### config.mk
export PLATFORM = sky130hd
export DESIGN_NAME = smsc_servo
export DESIGN_NICKNAME = d
export VERILOG_FILES = /design/src/design/smsc_pkg.sv /design/src/design/smsc_servo.sv
export SDC_FILE = /design/constraint.sdc
export NUM_CORES = 1
export LEC_CHECK = 0
export ABC_AREA = 1
export BUFFER_PORTS_ARGS = -buffer_cell sky130_fd_sc_hd__buf_2
export CAP_MARGIN = 40
export CORE_AREA = 4 4 236 238
export DETAILED_ROUTE_END_ITERATION = 8
export DIE_AREA = 0 0 240 242
export HOLD_SLACK_MARGIN = 0.1
export PLACE_DENSITY = 0.6
export REMOVE_ABC_BUFFERS = 1
export SLEW_MARGIN = 20
export SYNTH_ARGS = -nofsm -noshare
export SYNTH_HDL_FRONTEND = slang
export SYNTH_SLANG_ARGS = --single-unit
### constraint.sdc
create_clock -name pclk -period 17.77 [get_ports pclk]
set_input_delay 1.777 -clock pclk [delete_from_list [all_inputs] [get_ports pclk]]
set_output_delay 1.777 -clock pclk [all_outputs]
set_load 0.03 [all_outputs]
### src/design/smsc_pkg.sv
// Package for the spindle motor servo controller: register map, fields, modes and timing.
package smsc_pkg;

    // ------------------------------------------------------------
    // Register byte addresses
    // ------------------------------------------------------------
    localparam logic [7:0] ADDR_MODE = 8'h04;     // Register 1: operating mode and anti-wind-up.
    localparam logic [7:0] ADDR_GAIN = 8'h10;     // Register 4: gain and crossovers.
    localparam logic [7:0] ADDR_OUTC = 8'h18;     // Register 6: output mode and power limit.
    localparam logic [7:0] ADDR_VIAC = 8'h34;     // Versatile pin control 1101.
    localparam logic [7:0] ADDR_BRAK = 8'h38;     // Register E: brake threshold select.
    localparam logic [7:0] ADDR_STAT = 8'h40;     // Status: mode, flags, integrator.
    localparam logic [7:0] ADDR_SPEED = 8'h44;    // Status: measured speed and fill.

    // ------------------------------------------------------------
    // Field positions and reset values
    // ------------------------------------------------------------
    localparam int MODE_LSB = 0;
    localparam int AWU_BIT = 3;
    localparam int GAIN_LSB = 0;
    localparam int F4_LSB = 3;
    localparam int F3_LSB = 5;
    localparam int OMODE_LSB = 0;
    localparam int PLIM_LSB = 2;
    localparam logic [3:0] VIA_FOUR_LINE = 4'h0;
    localparam logic [3:0] VIA_RESET = 4'hF;

    // ------------------------------------------------------------
    // Modes
    // ------------------------------------------------------------
    typedef enum logic [2:0] {
        SMSC_OFF, SMSC_START1, SMSC_START2, SMSC_JUMP, SMSC_JUMP1, SMSC_PLAY, SMSC_STOP1, SMSC_STOP2
    } smsc_mode_t;

    typedef enum logic [1:0] {
        SMSC_OUT_PDM, SMSC_OUT_PWM2, SMSC_OUT_PWM4, SMSC_OUT_DENS
    } smsc_omode_t;

    // Motor pin bundle.
    typedef struct packed {
        logic a;
        logic b;
        logic four;
        logic five;
    } smsc_motor_t;

    // ------------------------------------------------------------
    // Buffer, speed and timing
    // ------------------------------------------------------------
    localparam int FIFO_SPAN = 20;                 // Frames covered by the density-mode duty.
    localparam int FIFO_HALF = 8;                  // Half-full fill, giving 60 percent duty.
    localparam int FIFO_DUTY_OFS = 4;              // Fill plus this is the duty in twentieths.
    localparam int SPEED_NOM = 256;
    localparam int SPEED_START_PCT = 75;
    localparam int SPEED_STOP_PCT_HI = 12;
    localparam int SPEED_STOP_PCT_LO = 6;
    localparam int CLK_HZ = 50_000_000;
    localparam int PWM4_HZ = 22_050;
    localparam int DENS_HZ = 300;
    localparam int PDM_KHZ = 4_230;
    localparam int PWM4_CYC = CLK_HZ / PWM4_HZ;
    localparam int DENS_CYC = CLK_HZ / DENS_HZ;
    localparam logic [15:0] PDM_STEP = 16'(PDM_KHZ * 65536 / (CLK_HZ / 1000));

endpackage : smsc_pkg

### src/design/smsc_servo.sv
// Spindle motor servo controller with APB register access.
//
// Added by the designer: the register offsets and the APB slave port.
`timescale 1ns/1ps
module smsc_servo #(
    parameter int DENS_PERIOD = smsc_pkg::DENS_CYC
) (
    input wire logic pclk, // System clock.
    input wire logic presetn, // Asynchronous reset, active low.
    input wire logic psel, // APB select.
    input wire logic penable, // APB enable.
    input wire logic pwrite, // APB direction.
    input wire logic [7:0] paddr, // APB byte address.
    input wire logic [31:0] pwdata, // APB write data.
    output logic [31:0] prdata, // APB read data.
    output logic pready, // APB ready.
    output logic pslverr, // APB error on unmapped address.
    input wire logic [4:0] fifo_fill, // Buffer fill, frames, 0..19.
    input wire logic fifo_overflow, // Buffer overflow pulse.
    input wire logic [9:0] pll_speed, // Recovered speed, 256 is nominal.
    output logic motor_out_a, // Motor line a.
    output logic motor_out_b, // Motor line b.
    output logic versatile_pin_four, // Motor line c in four-line mode.
    output logic versatile_pin_five, // Motor line d in four-line mode.
    output logic motor_stopped_flag, // Disc stopped.
    output logic pll_reset, // Holds the PLL in reset.
    output logic fifo_reset, // Forces the buffer to half full.
    output logic audio_mute, // Mutes audio.
    output logic conceal // Asks for interpolation after overflow.
);
    // ------------------------------------------------------------
    // Register bus
    // ------------------------------------------------------------
    logic [3:0] mode_reg_q;
    logic [6:0] gain_q;
    logic [3:0] outc_q;
    logic [3:0] via_q;
    logic brake_q;
    smsc_pkg::smsc_mode_t mode_q, mode_d;
    logic stopped_q;
    logic signed [15:0] integ_q, integ_d;
    logic [9:0] spd_q1, spd_q2, spd_q3, spd;
    logic [4:0] fill_q1, fill_q2, fill_q3, fill;
    logic ovf_q1, ovf_q2, ovf_q3, ovf_prev_q;
    logic [31:0] rdata_d;

    wire wr_en = psel & penable & pwrite;
    wire rd_phase = psel & ~penable;
    wire hit_mode = paddr == smsc_pkg::ADDR_MODE;
    wire hit_gain = paddr == smsc_pkg::ADDR_GAIN;
    wire hit_outc = paddr == smsc_pkg::ADDR_OUTC;
    wire hit_via = paddr == smsc_pkg::ADDR_VIAC;
    wire hit_brak = paddr == smsc_pkg::ADDR_BRAK;
    wire hit_stat = paddr == smsc_pkg::ADDR_STAT;
    wire hit_spd = paddr == smsc_pkg::ADDR_SPEED;
    wire mapped = hit_mode | hit_gain | hit_outc | hit_via | hit_brak | hit_stat | hit_spd;
    // A mode write counts at the same edge as every other register write.
    wire mode_wr = wr_en & pready & hit_mode;
    wire [2:0] mode_wdata = pwdata[smsc_pkg::MODE_LSB +: 3];

    always_comb begin
        rdata_d = 32'h0;
        if (hit_mode) rdata_d = {28'h0, mode_reg_q};
        if (hit_gain) rdata_d = {25'h0, gain_q};
        if (hit_outc) rdata_d = {28'h0, outc_q};
        if (hit_via) rdata_d = {28'h0, via_q};
        if (hit_brak) rdata_d = {31'h0, brake_q};
        if (hit_stat) rdata_d = {integ_q, 12'h0, stopped_q, 3'(mode_q)};
        if (hit_spd) rdata_d = {11'h0, fill, 6'h0, spd};
    end

    // Ready rises in the access cycle, so every transfer takes exactly two cycles.
    always_ff @(posedge pclk or negedge presetn) begin
        if (!presetn) begin
            pready <= 1'b0;
            pslverr <= 1'b0;
            prdata <= 32'h0;
        end else begin
            pready <= rd_phase;
            pslverr <= rd_phase & ~mapped;
            prdata <= (rd_phase & ~pwrite) ? rdata_d : 32'h0;
        end
    end

    // Writes land when pready is high in the access cycle.
    wire wr_take = wr_en & pready;

    always_ff @(posedge pclk or negedge presetn) begin
        if (!presetn) begin
            gain_q <= 7'h0;
            outc_q <= 4'h0;
            via_q <= smsc_pkg::VIA_RESET;
            brake_q <= 1'b0;
            mode_reg_q <= 4'h0;
        end else begin
            if (wr_take & hit_gain) gain_q <= pwdata[6:0];
            if (wr_take & hit_outc) outc_q <= pwdata[3:0];
            if (wr_take & hit_via) via_q <= pwdata[3:0];
            if (wr_take & hit_brak) brake_q <= pwdata[0];
            if (wr_take & hit_mode) mode_reg_q <= pwdata[3:0];
        end
    end

    // ------------------------------------------------------------
    // Input synchronisers
    // ------------------------------------------------------------
    always_ff @(posedge pclk or negedge presetn) begin
        if (!presetn) begin
            spd_q1 <= 10'h0; spd_q2 <= 10'h0; spd_q3 <= 10'h0; spd <= 10'h0;
            fill_q1 <= 5'h0; fill_q2 <= 5'h0; fill_q3 <= 5'h0; fill <= 5'h0;
            ovf_q1 <= 1'b0; ovf_q2 <= 1'b0; ovf_q3 <= 1'b0; ovf_prev_q <= 1'b0;
        end else begin
            spd_q1 <= pll_speed; spd_q2 <= spd_q1; spd_q3 <= spd_q2;
            fill_q1 <= fifo_fill; fill_q2 <= fill_q1; fill_q3 <= fill_q2;
            ovf_q1 <= fifo_overflow; ovf_q2 <= ovf_q1; ovf_q3 <= ovf_q2;
            if (spd_q2 == spd_q3) spd <= spd_q3;
            if (fill_q2 == fill_q3) fill <= fill_q3;
            if (ovf_q2 == ovf_q3) ovf_prev_q <= ovf_q3;
        end
    end
    wire ovf_rise = (ovf_q2 == ovf_q3) & ovf_q3 & ~ovf_prev_q;

    // ------------------------------------------------------------
    // Mode machine
    // ------------------------------------------------------------
    localparam logic [9:0] SPD_START = 10'(smsc_pkg::SPEED_NOM * smsc_pkg::SPEED_START_PCT / 100);
    localparam logic [9:0] SPD_STOP_HI = 10'(smsc_pkg::SPEED_NOM * smsc_pkg::SPEED_STOP_PCT_HI / 100);
    localparam logic [9:0] SPD_STOP_LO = 10'(smsc_pkg::SPEED_NOM * smsc_pkg::SPEED_STOP_PCT_LO / 100);
    wire [9:0] stop_thr = brake_q ? SPD_STOP_LO : SPD_STOP_HI;
    wire dens_mode = smsc_pkg::smsc_omode_t'(outc_q[1:0]) == smsc_pkg::SMSC_OUT_DENS;

    always_comb begin
        mode_d = mode_q;
        if (mode_wr) begin
            mode_d = smsc_pkg::smsc_mode_t'(mode_wdata);
        end else begin
            case (mode_q)
                smsc_pkg::SMSC_START2: if (spd >= SPD_START) mode_d = smsc_pkg::SMSC_JUMP;
                smsc_pkg::SMSC_STOP2: if (spd <= stop_thr) mode_d = smsc_pkg::SMSC_OFF;
                default: mode_d = mode_q;
            endcase
        end
    end

    logic play_entry_q;
    logic conceal_q;
    always_ff @(posedge pclk or negedge presetn) begin
        if (!presetn) begin
            mode_q <= smsc_pkg::SMSC_OFF;
            stopped_q <= 1'b0;
            play_entry_q <= 1'b0;
            conceal_q <= 1'b0;
        end else begin
            mode_q <= mode_d;
            if (mode_q == smsc_pkg::SMSC_STOP2 && mode_d == smsc_pkg::SMSC_OFF) stopped_q <= 1'b1;
            else if (mode_d != smsc_pkg::SMSC_OFF) stopped_q <= 1'b0;
            play_entry_q <= mode_d == smsc_pkg::SMSC_PLAY && mode_q != smsc_pkg::SMSC_PLAY;
            conceal_q <= mode_q == smsc_pkg::SMSC_PLAY && ovf_rise;
        end
    end

    // ------------------------------------------------------------
    // Servo loop
    // ------------------------------------------------------------
    // Gain steps of 3.2,4,6.4,8,12.8,16,25.6,32 in eighths of 3.2.
    logic [7:0] gain_mul;
    always_comb begin
        case (gain_q[2:0])
            3'h0: gain_mul = 8'h08;
            3'h1: gain_mul = 8'h0A;
            3'h2: gain_mul = 8'h10;
            3'h3: gain_mul = 8'h14;
            3'h4: gain_mul = 8'h20;
            3'h5: gain_mul = 8'h28;
            3'h6: gain_mul = 8'h40;
            default: gain_mul = 8'h50;
        endcase
    end
    // Crossovers map to integrator shifts; larger crossover means faster integration, except f3 settings 0 and 1, which share one shift.
    wire [3:0] f4_shift = 4'(4'h9 - {2'h0, gain_q[4:3]});
    wire [3:0] f3_shift = (gain_q[6:5] == 2'h0) ? 4'h4 : 4'(4'h5 - {2'h0, gain_q[6:5]});

    wire signed [7:0] err = 8'(signed'({3'h0, fill}) - 8'sd8);
    wire signed [17:0] prop = 18'(err * signed'({1'b0, gain_mul}));
    wire signed [17:0] ctrl = 18'(prop + (integ_q >>> f3_shift));
    wire sat_pos = ctrl > 18'sd255;
    wire sat_neg = ctrl < -18'sd255;
    wire signed [8:0] servo_out = sat_pos ? 9'sd255 : sat_neg ? -9'sd255 : 9'(ctrl);
    wire awu = mode_reg_q[smsc_pkg::AWU_BIT];

    always_comb begin
        integ_d = integ_q;
        if (mode_q == smsc_pkg::SMSC_JUMP1) integ_d = 16'sh0;
        else if (mode_q == smsc_pkg::SMSC_JUMP) integ_d = integ_q;
        else if (mode_q == smsc_pkg::SMSC_PLAY && !(awu && (sat_pos || sat_neg)))
            integ_d = 16'(integ_q + (16'(err) <<< (4'hF - f4_shift)));
    end

    always_ff @(posedge pclk or negedge presetn) begin
        if (!presetn) integ_q <= 16'sh0;
        else integ_q <= dens_mode ? integ_q : integ_d;
    end

    // Power limit: full, three quarters, half, 37 percent (95 of 255).
    logic [7:0] fixed_lvl;
    always_comb begin
        case (outc_q[3:2])
            2'h0: fixed_lvl = 8'hFF;
            2'h1: fixed_lvl = 8'hBF;
            2'h2: fixed_lvl = 8'h80;
            default: fixed_lvl = 8'h5F;
        endcase
    end

    logic signed [8:0] drive;
    always_comb begin
        case (mode_q)
            smsc_pkg::SMSC_START1, smsc_pkg::SMSC_START2: drive = signed'({1'b0, fixed_lvl});
            smsc_pkg::SMSC_STOP1, smsc_pkg::SMSC_STOP2: drive = -signed'({1'b0, fixed_lvl});
            smsc_pkg::SMSC_JUMP, smsc_pkg::SMSC_JUMP1, smsc_pkg::SMSC_PLAY: drive = servo_out;
            default: drive = 9'sd0;
        endcase
    end
    wire [7:0] mag = drive[8] ? 8'(-drive) : drive[7:0];

    // ------------------------------------------------------------
    // Modulators
    // ------------------------------------------------------------
    logic [11:0] pwm_cnt_q;
    logic [19:0] dens_cnt_q;
    logic [16:0] pdm_acc_q;
    wire [11:0] pwm_thr = 12'((32'(mag) * smsc_pkg::PWM4_CYC) / 255);
    wire [19:0] dens_thr = 20'((32'({27'h0, fill} + 32'(smsc_pkg::FIFO_DUTY_OFS)) * DENS_PERIOD)
                              / smsc_pkg::FIFO_SPAN);
    wire pwm_on = pwm_cnt_q < pwm_thr;
    // Widened before the product, or the nominal speed step would overflow and slow the carrier.
    wire [16:0] pdm_add = 17'((27'(spd) * smsc_pkg::PDM_STEP) >> 8);
    wire four_line = outc_q[1:0] == 2'(smsc_pkg::SMSC_OUT_PWM4) && via_q == smsc_pkg::VIA_FOUR_LINE;

    smsc_pkg::smsc_motor_t mot_d;
    always_comb begin
        mot_d = '0;
        case (smsc_pkg::smsc_omode_t'(outc_q[1:0]))
            smsc_pkg::SMSC_OUT_DENS: begin
                mot_d.a = dens_cnt_q < dens_thr;
                mot_d.b = pdm_acc_q[16];
            end
            smsc_pkg::SMSC_OUT_PWM2, smsc_pkg::SMSC_OUT_PWM4: begin
                mot_d.a = pwm_on & ~drive[8];
                mot_d.b = pwm_on & drive[8];
                mot_d.four = four_line & pwm_on & drive[8];
                mot_d.five = four_line & pwm_on & ~drive[8];
            end
            default: begin
                mot_d.a = pwm_on ^ drive[8];
                mot_d.b = ~(pwm_on ^ drive[8]);
            end
        endcase
    end

    always_ff @(posedge pclk or negedge presetn) begin
        if (!presetn) begin
            pwm_cnt_q <= 12'h0;
            dens_cnt_q <= 20'h0;
            pdm_acc_q <= 17'h0;
            {motor_out_a, motor_out_b, versatile_pin_four, versatile_pin_five} <= 4'h0;
            motor_stopped_flag <= 1'b0;
            pll_reset <= 1'b1;
            fifo_reset <= 1'b1;
            audio_mute <= 1'b1;
            conceal <= 1'b0;
        end else begin
            pwm_cnt_q <= (pwm_cnt_q == 12'(smsc_pkg::PWM4_CYC - 1)) ? 12'h0 : 12'(pwm_cnt_q + 12'h1);
            dens_cnt_q <= (dens_cnt_q == 20'(DENS_PERIOD - 1)) ? 20'h0 : 20'(dens_cnt_q + 20'h1);
            pdm_acc_q <= 17'({1'b0, pdm_acc_q[15:0]} + pdm_add);
            {motor_out_a, motor_out_b, versatile_pin_four, versatile_pin_five} <= mot_d;
            motor_stopped_flag <= stopped_q;
            pll_reset <= mode_q == smsc_pkg::SMSC_START1;
            fifo_reset <= mode_q == smsc_pkg::SMSC_JUMP || mode_q == smsc_pkg::SMSC_JUMP1
                          || play_entry_q || conceal_q;
            audio_mute <= mode_q != smsc_pkg::SMSC_PLAY;
            conceal <= conceal_q;
        end
    end

    // ------------------------------------------------------------
    // Checks
    // ------------------------------------------------------------
    property p_start2_jump;
        @(posedge pclk) disable iff (!presetn)
        (mode_q == smsc_pkg::SMSC_START2 && !mode_wr && spd >= SPD_START) |=> mode_q == smsc_pkg::SMSC_JUMP;
    endproperty
    a_start2_jump: assert property (p_start2_jump) else $error("start2 did not go to jump");
    property p_stop2_off;
        @(posedge pclk) disable iff (!presetn)
        (mode_q == smsc_pkg::SMSC_STOP2 && !mode_wr && spd <= stop_thr) |=> ##1 motor_stopped_flag;
    endproperty
    a_stop2_off: assert property (p_stop2_off) else $error("stop2 did not raise stopped flag");
    property p_mode_write;
        @(posedge pclk) disable iff (!presetn)
        mode_wr |=> mode_q == smsc_pkg::smsc_mode_t'($past(mode_wdata));
    endproperty
    a_mode_write: assert property (p_mode_write) else $error("mode write not applied");
    property p_jump1_zero;
        @(posedge pclk) disable iff (!presetn)
        (mode_q == smsc_pkg::SMSC_JUMP1 && !dens_mode) |=> integ_q == 16'sh0;
    endproperty
    a_jump1_zero: assert property (p_jump1_zero) else $error("jump1 integrator not zero");
    property p_jump_hold;
        @(posedge pclk) disable iff (!presetn)
        mode_q == smsc_pkg::SMSC_JUMP |=> $stable(integ_q) && fifo_reset && audio_mute;
    endproperty
    a_jump_hold: assert property (p_jump_hold) else $error("jump did not hold and mute");
    property p_awu;
        @(posedge pclk) disable iff (!presetn)
        (mode_q == smsc_pkg::SMSC_PLAY && awu && (sat_pos || sat_neg)) |=> $stable(integ_q);
    endproperty
    a_awu: assert property (p_awu) else $error("integrator moved while saturated");
    property p_dens_freeze;
        @(posedge pclk) disable iff (!presetn)
        dens_mode |=> $stable(integ_q);
    endproperty
    a_dens_freeze: assert property (p_dens_freeze) else $error("servo ran in density mode");
    property p_four_gate;
        @(posedge pclk) disable iff (!presetn)
        !four_line |=> !versatile_pin_four && !versatile_pin_five;
    endproperty
    a_four_gate: assert property (p_four_gate) else $error("pins four and five driven outside four-line mode");
    property p_start1_pll;
        @(posedge pclk) disable iff (!presetn)
        mode_q == smsc_pkg::SMSC_START1 |=> pll_reset;
    endproperty
    a_start1_pll: assert property (p_start1_pll) else $error("pll not reset in start1");
    property p_play_entry;
        @(posedge pclk) disable iff (!presetn)
        (mode_d == smsc_pkg::SMSC_PLAY && mode_q != smsc_pkg::SMSC_PLAY) |=> ##1 fifo_reset;
    endproperty
    a_play_entry: assert property (p_play_entry) else $error("play entry did not reset buffer");
    property p_overflow;
        @(posedge pclk) disable iff (!presetn)
        (mode_q == smsc_pkg::SMSC_PLAY && ovf_rise) |=> ##1 conceal && fifo_reset;
    endproperty
    a_overflow: assert property (p_overflow) else $error("overflow not recovered");

    c_start2: cover property (@(posedge pclk) disable iff (!presetn)
        mode_q == smsc_pkg::SMSC_START2 ##1 mode_q == smsc_pkg::SMSC_JUMP);
    c_stop2: cover property (@(posedge pclk) disable iff (!presetn) $rose(motor_stopped_flag));
    c_ovf: cover property (@(posedge pclk) disable iff (!presetn) $rose(conceal));
    c_four: cover property (@(posedge pclk) disable iff (!presetn) versatile_pin_four);
    c_awu: cover property (@(posedge pclk) disable iff (!presetn)
        mode_q == smsc_pkg::SMSC_PLAY && awu && sat_neg);

endmodule : smsc_servo

* Word level (Yosys, flattened, before mapping)
Index checks and enable logic that the tools add are counted.
** Storage, ports and cells
- Register bits after elaboration :: 198
** Operators by class
- Bitwise operators :: 32
- $add $sub $neg :: 12
- Equal/unequal tests :: 33
- Multipliers :: 4
- Div/mod/pow operators :: 2
- Magnitude comparators :: 6
- Shifts and indexed selects :: 2
- Reduce and logical (&&, ||, !) cells :: 24
- Muxes and demuxes :: 29
** Operators by type and width (number)
- $mux W32 :: 3
- $pmux W7 S7 :: 1
- $mux W16 :: 3
- $div A20 B8 Y32 const B :: 1
- $div A32 B5 Y32 const B :: 1
- $mux W7 :: 4
- $pmux W9 S3 :: 1
- $eq A3 B3 Y1 const B :: 8
- $pmux W8 S3 :: 1
- $mul A6 B17 Y23 const B :: 1
- $add A20 B1 Y20 const B :: 1
- $eq A20 B18 Y1 const B :: 1
- $lt A20 B20 Y1 :: 1
- $mul A10 B10 Y20 const B :: 1
- $mul A8 B12 Y20 const B :: 1
- $mux W20 :: 1
- $add A14 B18 Y18 :: 1
- $and A1 B1 Y1 :: 18
- $gt A18 B9 Y1 const B :: 1
- $lt A18 B9 Y1 const B :: 1
- $mux W9 :: 2
- $sshr A16 B4 Y18 :: 1
- $add A16 B15 Y17 :: 1
- $add A16 B16 Y16 :: 1
- 50 further kinds :: 88

* Depth between registers and ports, before layout
Gate-level depths: netlist (run 1).
- Word-level depth :: 16
- Depth in mapped cells :: 139
- Gate-level depth less buffers :: 138

* Least setup slack after synthesis (run 1)
No wires, ideal clock.
- Path type :: reg-to-reg
- Start point :: reg fill[3]
- End point :: reg motor_out_b
- Period minus slack after synthesis :: 16.205 ns
- Arrival time :: 16.121 ns
- Setup time :: 0.084 ns
- Path slack :: 1.565 ns
- Buffers on the path :: 3
- Cell stages (with the launch flop) :: 121
- Path through :: dfrtp_1 -> inv_1 -> ha_1 -> clkbuf_1 -> nand2_1 -> fa_1 -> inv_1 -> fa_1 -> inv_1 -> fa_1 -> inv_1 -> fa_1 -> ha_1 -> nand2_1 -> nor2_1 -> nand2_1 -> nand3_2 -> nand2_1 -> [... 85 more ...] -> nand2_1 -> nor2_1 -> nand3_1 -> nand2_2 -> inv_2 -> nand2_1 -> nand2_1 -> nand3_2 -> nand2_1 -> nand2_1 -> nand2_1 -> nand2_1 -> nand2_1 -> nand2_1 -> a21boi_1 -> ha_1 -> nand2_1 -> a21boi_0
** RTL lines
- from (decl) :: line smsc_servo.sv:43 : logic [4:0] fill_q1, fill_q2, fill_q3, fill;
- from (signal assigned) :: line smsc_servo.sv:117 : if (fill_q2 == fill_q3) fill <= fill_q3;
- to (signal assigned) :: line smsc_servo.sv:276 : {motor_out_a, motor_out_b, versatile_pin_four, versatile_pin_five} <= mot_d;
- to (decl) :: line smsc_servo.sv:22 : output logic motor_out_b,

==> results of run 1 <==
## cell usage in the layout (no fill, tap or decap), types with 19 or more instances in the layout
cell,synthesis,final
a21oi_1,121,117
buf_2,2,71
buf_4,6,144
dfrtp_1,185,183
fa_1,75,74
ha_1,284,271
inv_1,519,509
inv_2,52,63
nand2_1,662,648
nand2_2,87,95
nand2_4,23,27
nand3_1,187,173
nand3_2,26,38
nand4_1,33,33
nor2_1,212,192
nor2_2,20,31
nor3_1,44,42
o21ai_0,86,83
o21ai_1,21,20
o21bai_1,19,19
xnor2_1,27,27
xor2_1,78,75
## metal layers
layer,wire length [um],share of wire (%),up-vias,global-route usage [%]
li1,-,-,9939,-
met3,1910,3.7,42,2.25
met1,26700,51,8559,26.8
met5,0,0,-,0
met2,22800,44,284,27.4
met4,817,1.6,0,4.07
## path summary, 6_finish.rpt
check / startpoint / to / slack (ns) / cells past startpoint
max: gain_q[0] / motor_out_b / 1.25 / 122
min: spd_q1[1] / spd_q2[1] / 0.35 / 0
max reg2reg: gain_q[0] / motor_out_b / 1.25 / 122
min reg2reg: spd_q1[1] / spd_q2[1] / 0.35 / 0
max in group asynchronous: presetn / gain_q[1] / 15.20 / 2
min in group asynchronous: presetn / dens_cnt_q[11] / 1.36 / 1
## worst register-to-register path, delay by kind of cell, from the launching register on
family | cells | cell delay [ns]
AO/OA/AOI/OAI | 15 | 2.37
XOR/XNOR | 3 | 0.70
adder cells (fa/ha/maj) | 13 | 5.04
buffers and inverters | 23 | 2.06
flip-flops | 1 | 0.40
AND/OR/NAND/NOR | 68 | 5.89
## repair_timing
item	CTS	global route
endpoints found under the setup margin	0	4
endpoints found under the hold margin	0	0
setup buffers	0	22
gates resized for setup	0	125
## state kept, by name (all words and copies together), names as in the netlist, 4 cells and up
name        cells
via_q           4
integ_q        16
fill_q2         5
fill_q3         5
outc_q          4
spd_q2         10
prdata         26
pwm_cnt_q      12
gain_q          7
spd            10
spd_q1         10
mode_reg_q      4
pdm_acc_q      17
fill            5
spd_q3         10
fill_q1         5
dens_cnt_q     20
## cells by family (layout without fill, tap and decap cells)
kind of cell | after synthesis | after routing
AO/OA/AOI/OAI | 356 | 356
XOR/XNOR | 108 | 108
adder cells (fa/ha/maj) | 359 | 359
buffers and inverters | 612 | 835
flip-flops | 192 | 192
multiplexers | 2 | 2
other | 1 | 13
AND/OR/NAND/NOR | 1350 | 1350
## final cells by class
class,instances,area share (%)
inverters,581,8.69
repair buffers,222,6.23
well taps,696,3.46
clock buffers,19,1.80
flip-flops and latches,192,19.1
multi-input cells,2188,60.1
clock inverters,13,0.572
## stage by stage
stage                     hold WS, ns  util, %  setup slack, ns
after floorplan                 0.331        -             1.60
after global placement          0.332     44.5            0.481
after detailed placement        0.335     44.5            0.442
after CTS                       0.352     45.6            0.372
after global routing            0.362     46.9           -0.138
final                           0.349     46.9             1.25
==> results.md, run 1 <==
* Hold_buf cts at 0
* Setup TNS at 0 ns
* FMAX at 0.0605 GHz
* Final Hold Vio Count at 0
* Slowest-stage cell, CP: fa_1
* Dpl cells at 3856
* Top cell type by total area after synthesis: dfrtp_1
* Max-slew violations at 0
* CTS tree: yes
* Outcome: complete, no violations
* Area post-placement at 0.0239 mm^2
* CTS root buffer: clkbuf_16
* Most frequent cells after synthesis: 662 x nand2_1, 519 x inv_1, 284 x ha_1
* Grt total ovfl at 0
* First-pass GRT wire length at 86.8 mm
* Mapped Cells at 2980
* Main combinational cell family by area after synthesis: simple AND/OR/NAND/NOR gates
* Vias at 18800
* Die width at 240 um
* Cell mode on critical path: nand2_1
* Layout Nets at 3622
* Largest cells by area after synthesis: dfrtp_1 21%, ha_1 16%, nand2_1 11%
* Die ar. at 0.0581 mm^2
* Proportion of layout cells with a drive suffix above 1 at 19.1%
* Synth Area in XOR/XNOR at 4.61%
* I/O pin cnt at 104
* Total length of routed wires at 52.2 mm
* Sequential cell area at 0.00482 mm^2
* Antenna-violating nets left at 0
* Post-synthesis register bit count at 192
* Vias per cell at 4.81
* Clock slew at reported path FFs at 0.08 ns
* Multi-input logic area at 0.0151 mm^2
* Sequential area share after synthesis at 22.1%
* Drt first pass iters at 6
* GPL Wtd Cong at 0.921
* Routed WL per cell at 13.4 um
* CP endpoint kind: flip-flop
* Worst Path Arrival at 16.90 ns
* Ys flop type: dfrtp_1
* Worst path max stage delay at 0.60 ns
* Worst Hold Class: reg -> reg
* All-layer global routing usage at 17.9%
* Vias in the first global route at 17600
* Finished Layout Cells at 3911
* Fin crit period at 16.52 ns
* Syn avg cell area at 7.30 um^2
* Post-synth top area share at 21.3%
* Final Cycle Share at 93.0%
* Worst Tran Pin Value at 0.741 ns
* Syn. warnings at 0
* DP HPWL at 42.7 mm
* Clock buffer depth at 2
* Cell Area, Synth at 0.0218 mm^2
* Final instance area at 0.0252 mm^2
* Post-synth EDFFs at 0
* Initial Util at 40.6%
* Multiplexer share of the synthesized area at 0.0978%
* Die height at 242 um
* Top-count cell post-synth: nand2_1
* # diodes at 0
* Synthesis-to-layout area growth at 15.7%
* Clk Latency, worst-skew pair at 0.45 ns
* Simple-gate share of the synthesized area at 29.2%
* Filler cells at 5500
* CP required at 18.15 ns
* H-tree lvl count at 4
* Crit path max fanout at 8
* Buffers & Inverters on Critical Path at 23
* Synth unique cells at 66
* # Max-Cap Violations at 0
* Port Buffers at 72
* WS Path Type: reg -> reg
* Initial antenna violation count at 0
* Starting DRC count in detailed routing at 933
* Post-Synth Adder-Cell Area at 23.2%
* Slew headroom at 50.2%
* Setup Skew at 0.0106 ns
* Worst Setup Start Kind: flip-flop
* DR DRC count at 0
* CTS Sinks at 192
* Finish-stage setup viols at 0
* Cts bufs inserted at 17
* Largest net degree at the start of global routing at 74
* Total core area at 0.0536 mm^2
* Rows at 85
* Async SR Flop Fraction at 100%
* CP top delay family: simple AND/OR/NAND/NOR gates
* Compound-gate portion of the synthesized area at 9.83%
Power of run 1 is left out: the tool's default activity adds up to more than one toggle a clock period on the data nets, which glitch-free logic cannot reach.
==> run 2: changes to the inputs <==
--- a/config.mk
+++ b/config.mk
@@ -5,12 +5,11 @@
 export SDC_FILE = /design/constraint.sdc
 export NUM_CORES = 1
 export LEC_CHECK = 0
-export ABC_AREA = 1
 export BUFFER_PORTS_ARGS = -buffer_cell sky130_fd_sc_hd__buf_2
 export CAP_MARGIN = 40
-export CORE_AREA = 4 4 236 238
+export CORE_AREA = 4 4 245 247
 export DETAILED_ROUTE_END_ITERATION = 8
-export DIE_AREA = 0 0 240 242
+export DIE_AREA = 0 0 249 251
 export HOLD_SLACK_MARGIN = 0.1
 export PLACE_DENSITY = 0.6
 export REMOVE_ABC_BUFFERS = 1
==> run 2 against run 1 <==
The flow now finishes with violations (setup timing). Sequential share of layout area fell by 3.5 points. Clock skew increased by 0.0074 ns. Area after synthesis grew 8.1%.
==> results.md, run 2 <==
* Top-count cell post-synth: ha_1
* Largest cells by area after synthesis: dfrtp_1 20%, ha_1 15%, fa_1 6.4%
* Post-synth top area share at 19.7%
* Worst Tran Pin Value at 0.967 ns
* Vias in the first global route at 23400
* Most flop-heavy register: prdata
* Cell mode on critical path: buf_4
* Async SR Flop Fraction at 100%
* Setup TNS at -0.577 ns
* Compound-gate portion of the synthesized area at 23.8%
* Commonest non-fill, non-tap cell in the layout: buf_4
* Mapped Cells at 2799
* Top Registers: prdata x26, dens_cnt_q x20, pdm_acc_q x17
* Starting DRC count in detailed routing at 1438
* Area post-placement at 0.0281 mm^2
* Routed WL per cell at 17.1 um
* Largest register FFs at 26
* # Max-Cap Violations at 0
* Post-Synth Adder-Cell Area at 21.7%
* Final instance area at 0.0309 mm^2
* Vias at 23400
* Synth unique cells at 126
* Die height at 251 um
* Max-slew violations at 0
* Main combinational cell family by area after synthesis: compound AO/OA/AOI/OAI gates
* Outcome: complete, but fails checks
* Finished Layout Cells at 4143
* First-pass GRT wire length at 116 mm
* Drt first pass iters at 8
* Ys flop type: dfrtp_1
* Syn avg cell area at 8.40 um^2
* I/O pin cnt at 104
* Post-synth EDFFs at 0
* Synth Area in XOR/XNOR at 5.94%
* Most frequent cells after synthesis: 284 x ha_1, 250 x nor2_1, 220 x nand2_1
* Failing checks: setup timing
* Proportion of layout cells with a drive suffix above 1 at 29.3%
* Final WS setup at -0.495 ns
* H-tree lvl count at 4
* Final Hold Vio Count at 0
* CTS root buffer: clkbuf_16
* Vias per cell at 5.64
* Total core area at 0.0576 mm^2
* DR DRC count at 0
* Worst Path Arrival at 18.66 ns
* Clock buffer depth at 2
* Grt total ovfl at 0
* Worst Setup Start Kind: flip-flop
* Clock slew at reported path FFs at 0.09 ns
* Clk Latency, worst-skew pair at 0.47 ns
* Syn. warnings at 0
* Commonest cells after routing, fill and taps aside: 527 x buf_4, 264 x ha_1, 241 x nor2_1
* Port Buffers at 72
* Antenna-violating nets left at 0
* CTS Sinks at 192
* Initial Util at 40.8%
* Layout Nets at 3784
* Setup Skew at 0.0181 ns
* Post-synthesis register bit count at 192
* CP endpoint kind: flip-flop
* Unrepaired setup endpoints after global routing: yes
* FMAX at 0.0548 GHz
* Largest net degree at the start of global routing at 106
* Simple-gate share of the synthesized area at 20.2%
* WS Path Type: reg -> reg
* CTS tree: yes
* Slew headroom at 35.1%
* GPL Wtd Cong at 0.920
* DP HPWL at 55.7 mm
* Sequential area share after synthesis at 20.5%
* Multiplexer share of the synthesized area at 2.68%
* Initial antenna violation count at 4
* Worst path max stage delay at 0.58 ns
* Die width at 249 um
* Die ar. at 0.0625 mm^2
* Cell Area, Synth at 0.0235 mm^2
* Slowest-stage cell, CP: fa_1
* All-layer global routing usage at 21.8%
* Rows at 88
* Final Cycle Share at 103%
* CP required at 18.16 ns
* Top cell type by total area after synthesis: dfrtp_1
* Fin crit period at 18.26 ns
* Worst Hold Class: reg -> reg
* Finish-stage setup viols at 2
* Cts bufs inserted at 17
* Dpl cells at 4039
* DP Worst Slack at -1.75 ns
* Synthesis-to-layout area growth at 31.4%
* Total length of routed wires at 70.8 mm
* Crit path max fanout at 5
* Hold_buf cts at 0
run 2: changes by cell type after synthesis, sizes merged, moves of 29 or more:
cell	change
nor3	+34
and2	+37
xor2	-30
clkbuf	+48
a21o	+50
nand3	-123
o21a	+39
nand2	-552
xnor2	+78
a21oi	+29
and3	+30
inv	-368
run 2: area by class of cell:
class	count	area [um^2]
clock buffers	18	439
diodes	1	2.50
inverters	208	787
fillers	5251	26700
well taps	765	957
flip-flops and latches	192	4820
multi-input cells	2313	18900
clock inverters	14	206
repair buffers	632	4730
run 2: worst paths after layout:
kind | start | end | slack [ns] | cells after the start
worst min-delay path | fill_q1[1] | fill_q2[1] | 0.34 | 0
min in group asynchronous | presetn | prdata[31] | 1.14 | 1
worst max-delay path | gain_q[0] | motor_out_a | -0.49 | 75
max in group asynchronous | presetn | pll_reset | 15.06 | 4
worst min register to register | fill_q1[1] | fill_q2[1] | 0.34 | 0
worst max register to register | gain_q[0] | motor_out_a | -0.49 | 75
run 2: logic make-up (layout without fill, tap and decap cells):
family                     count (synthesis)  in the layout
and+or+nand+nor                          939            939
AOI/OAI and AO/OA                        783            783
adders and majority gates                364            364
buffers and inverters                    306            872
DFF                                      192            192
xor gates and xnor gates                 157            157
muxes                                     57             57
other                                      1             14
run 2: metal layers:
| metal | vias to the layer above | part of all wire (%) | track usage (%) |
|---|---|---|---|
| met1 | 11300 | 45 | 28.7 |
| li1 | 11400 | - | - |
| met5 | - | 0.059 | 0 |
| met2 | 570 | 49 | 38.0 |
| met3 | 109 | 3.7 | 2.46 |
| met4 | 6 | 2.4 | 6.36 |
run 2: timing repair:
action | in CTS | in global routing
pin swaps | 130 | 83
cloned | 0 | 1
setup endpoints to repair | 4 | 4
buffers inserted | 43 | 23
resized for setup | 194 | 100
run 2: through the flow:
| step | hold slack, ns | utilization [%] |
|---|---|---|
| 2_1_floorplan | 0.331 | - |
| 6_report | 0.340 | 53.6 |
| 3_3_place_gp | 0.332 | 48.8 |
| 3_5_place_dp | 0.335 | 48.9 |
| 4_1_cts | 0.338 | 52.3 |
| 5_1_grt | 0.346 | 53.6 |
run 2: worst max-delay path: cells and delay by family, from the launching register on:
family	cells	cell delay, ns
xor gates and xnor gates	1	0.25
adders and majority gates	13	5.01
AOI/OAI and AO/OA	28	6.31
and+or+nand+nor	20	4.20
muxes	2	0.65
buffers and inverters	11	1.33
DFF	1	0.43
Power of run 2 is left out for the same reason.
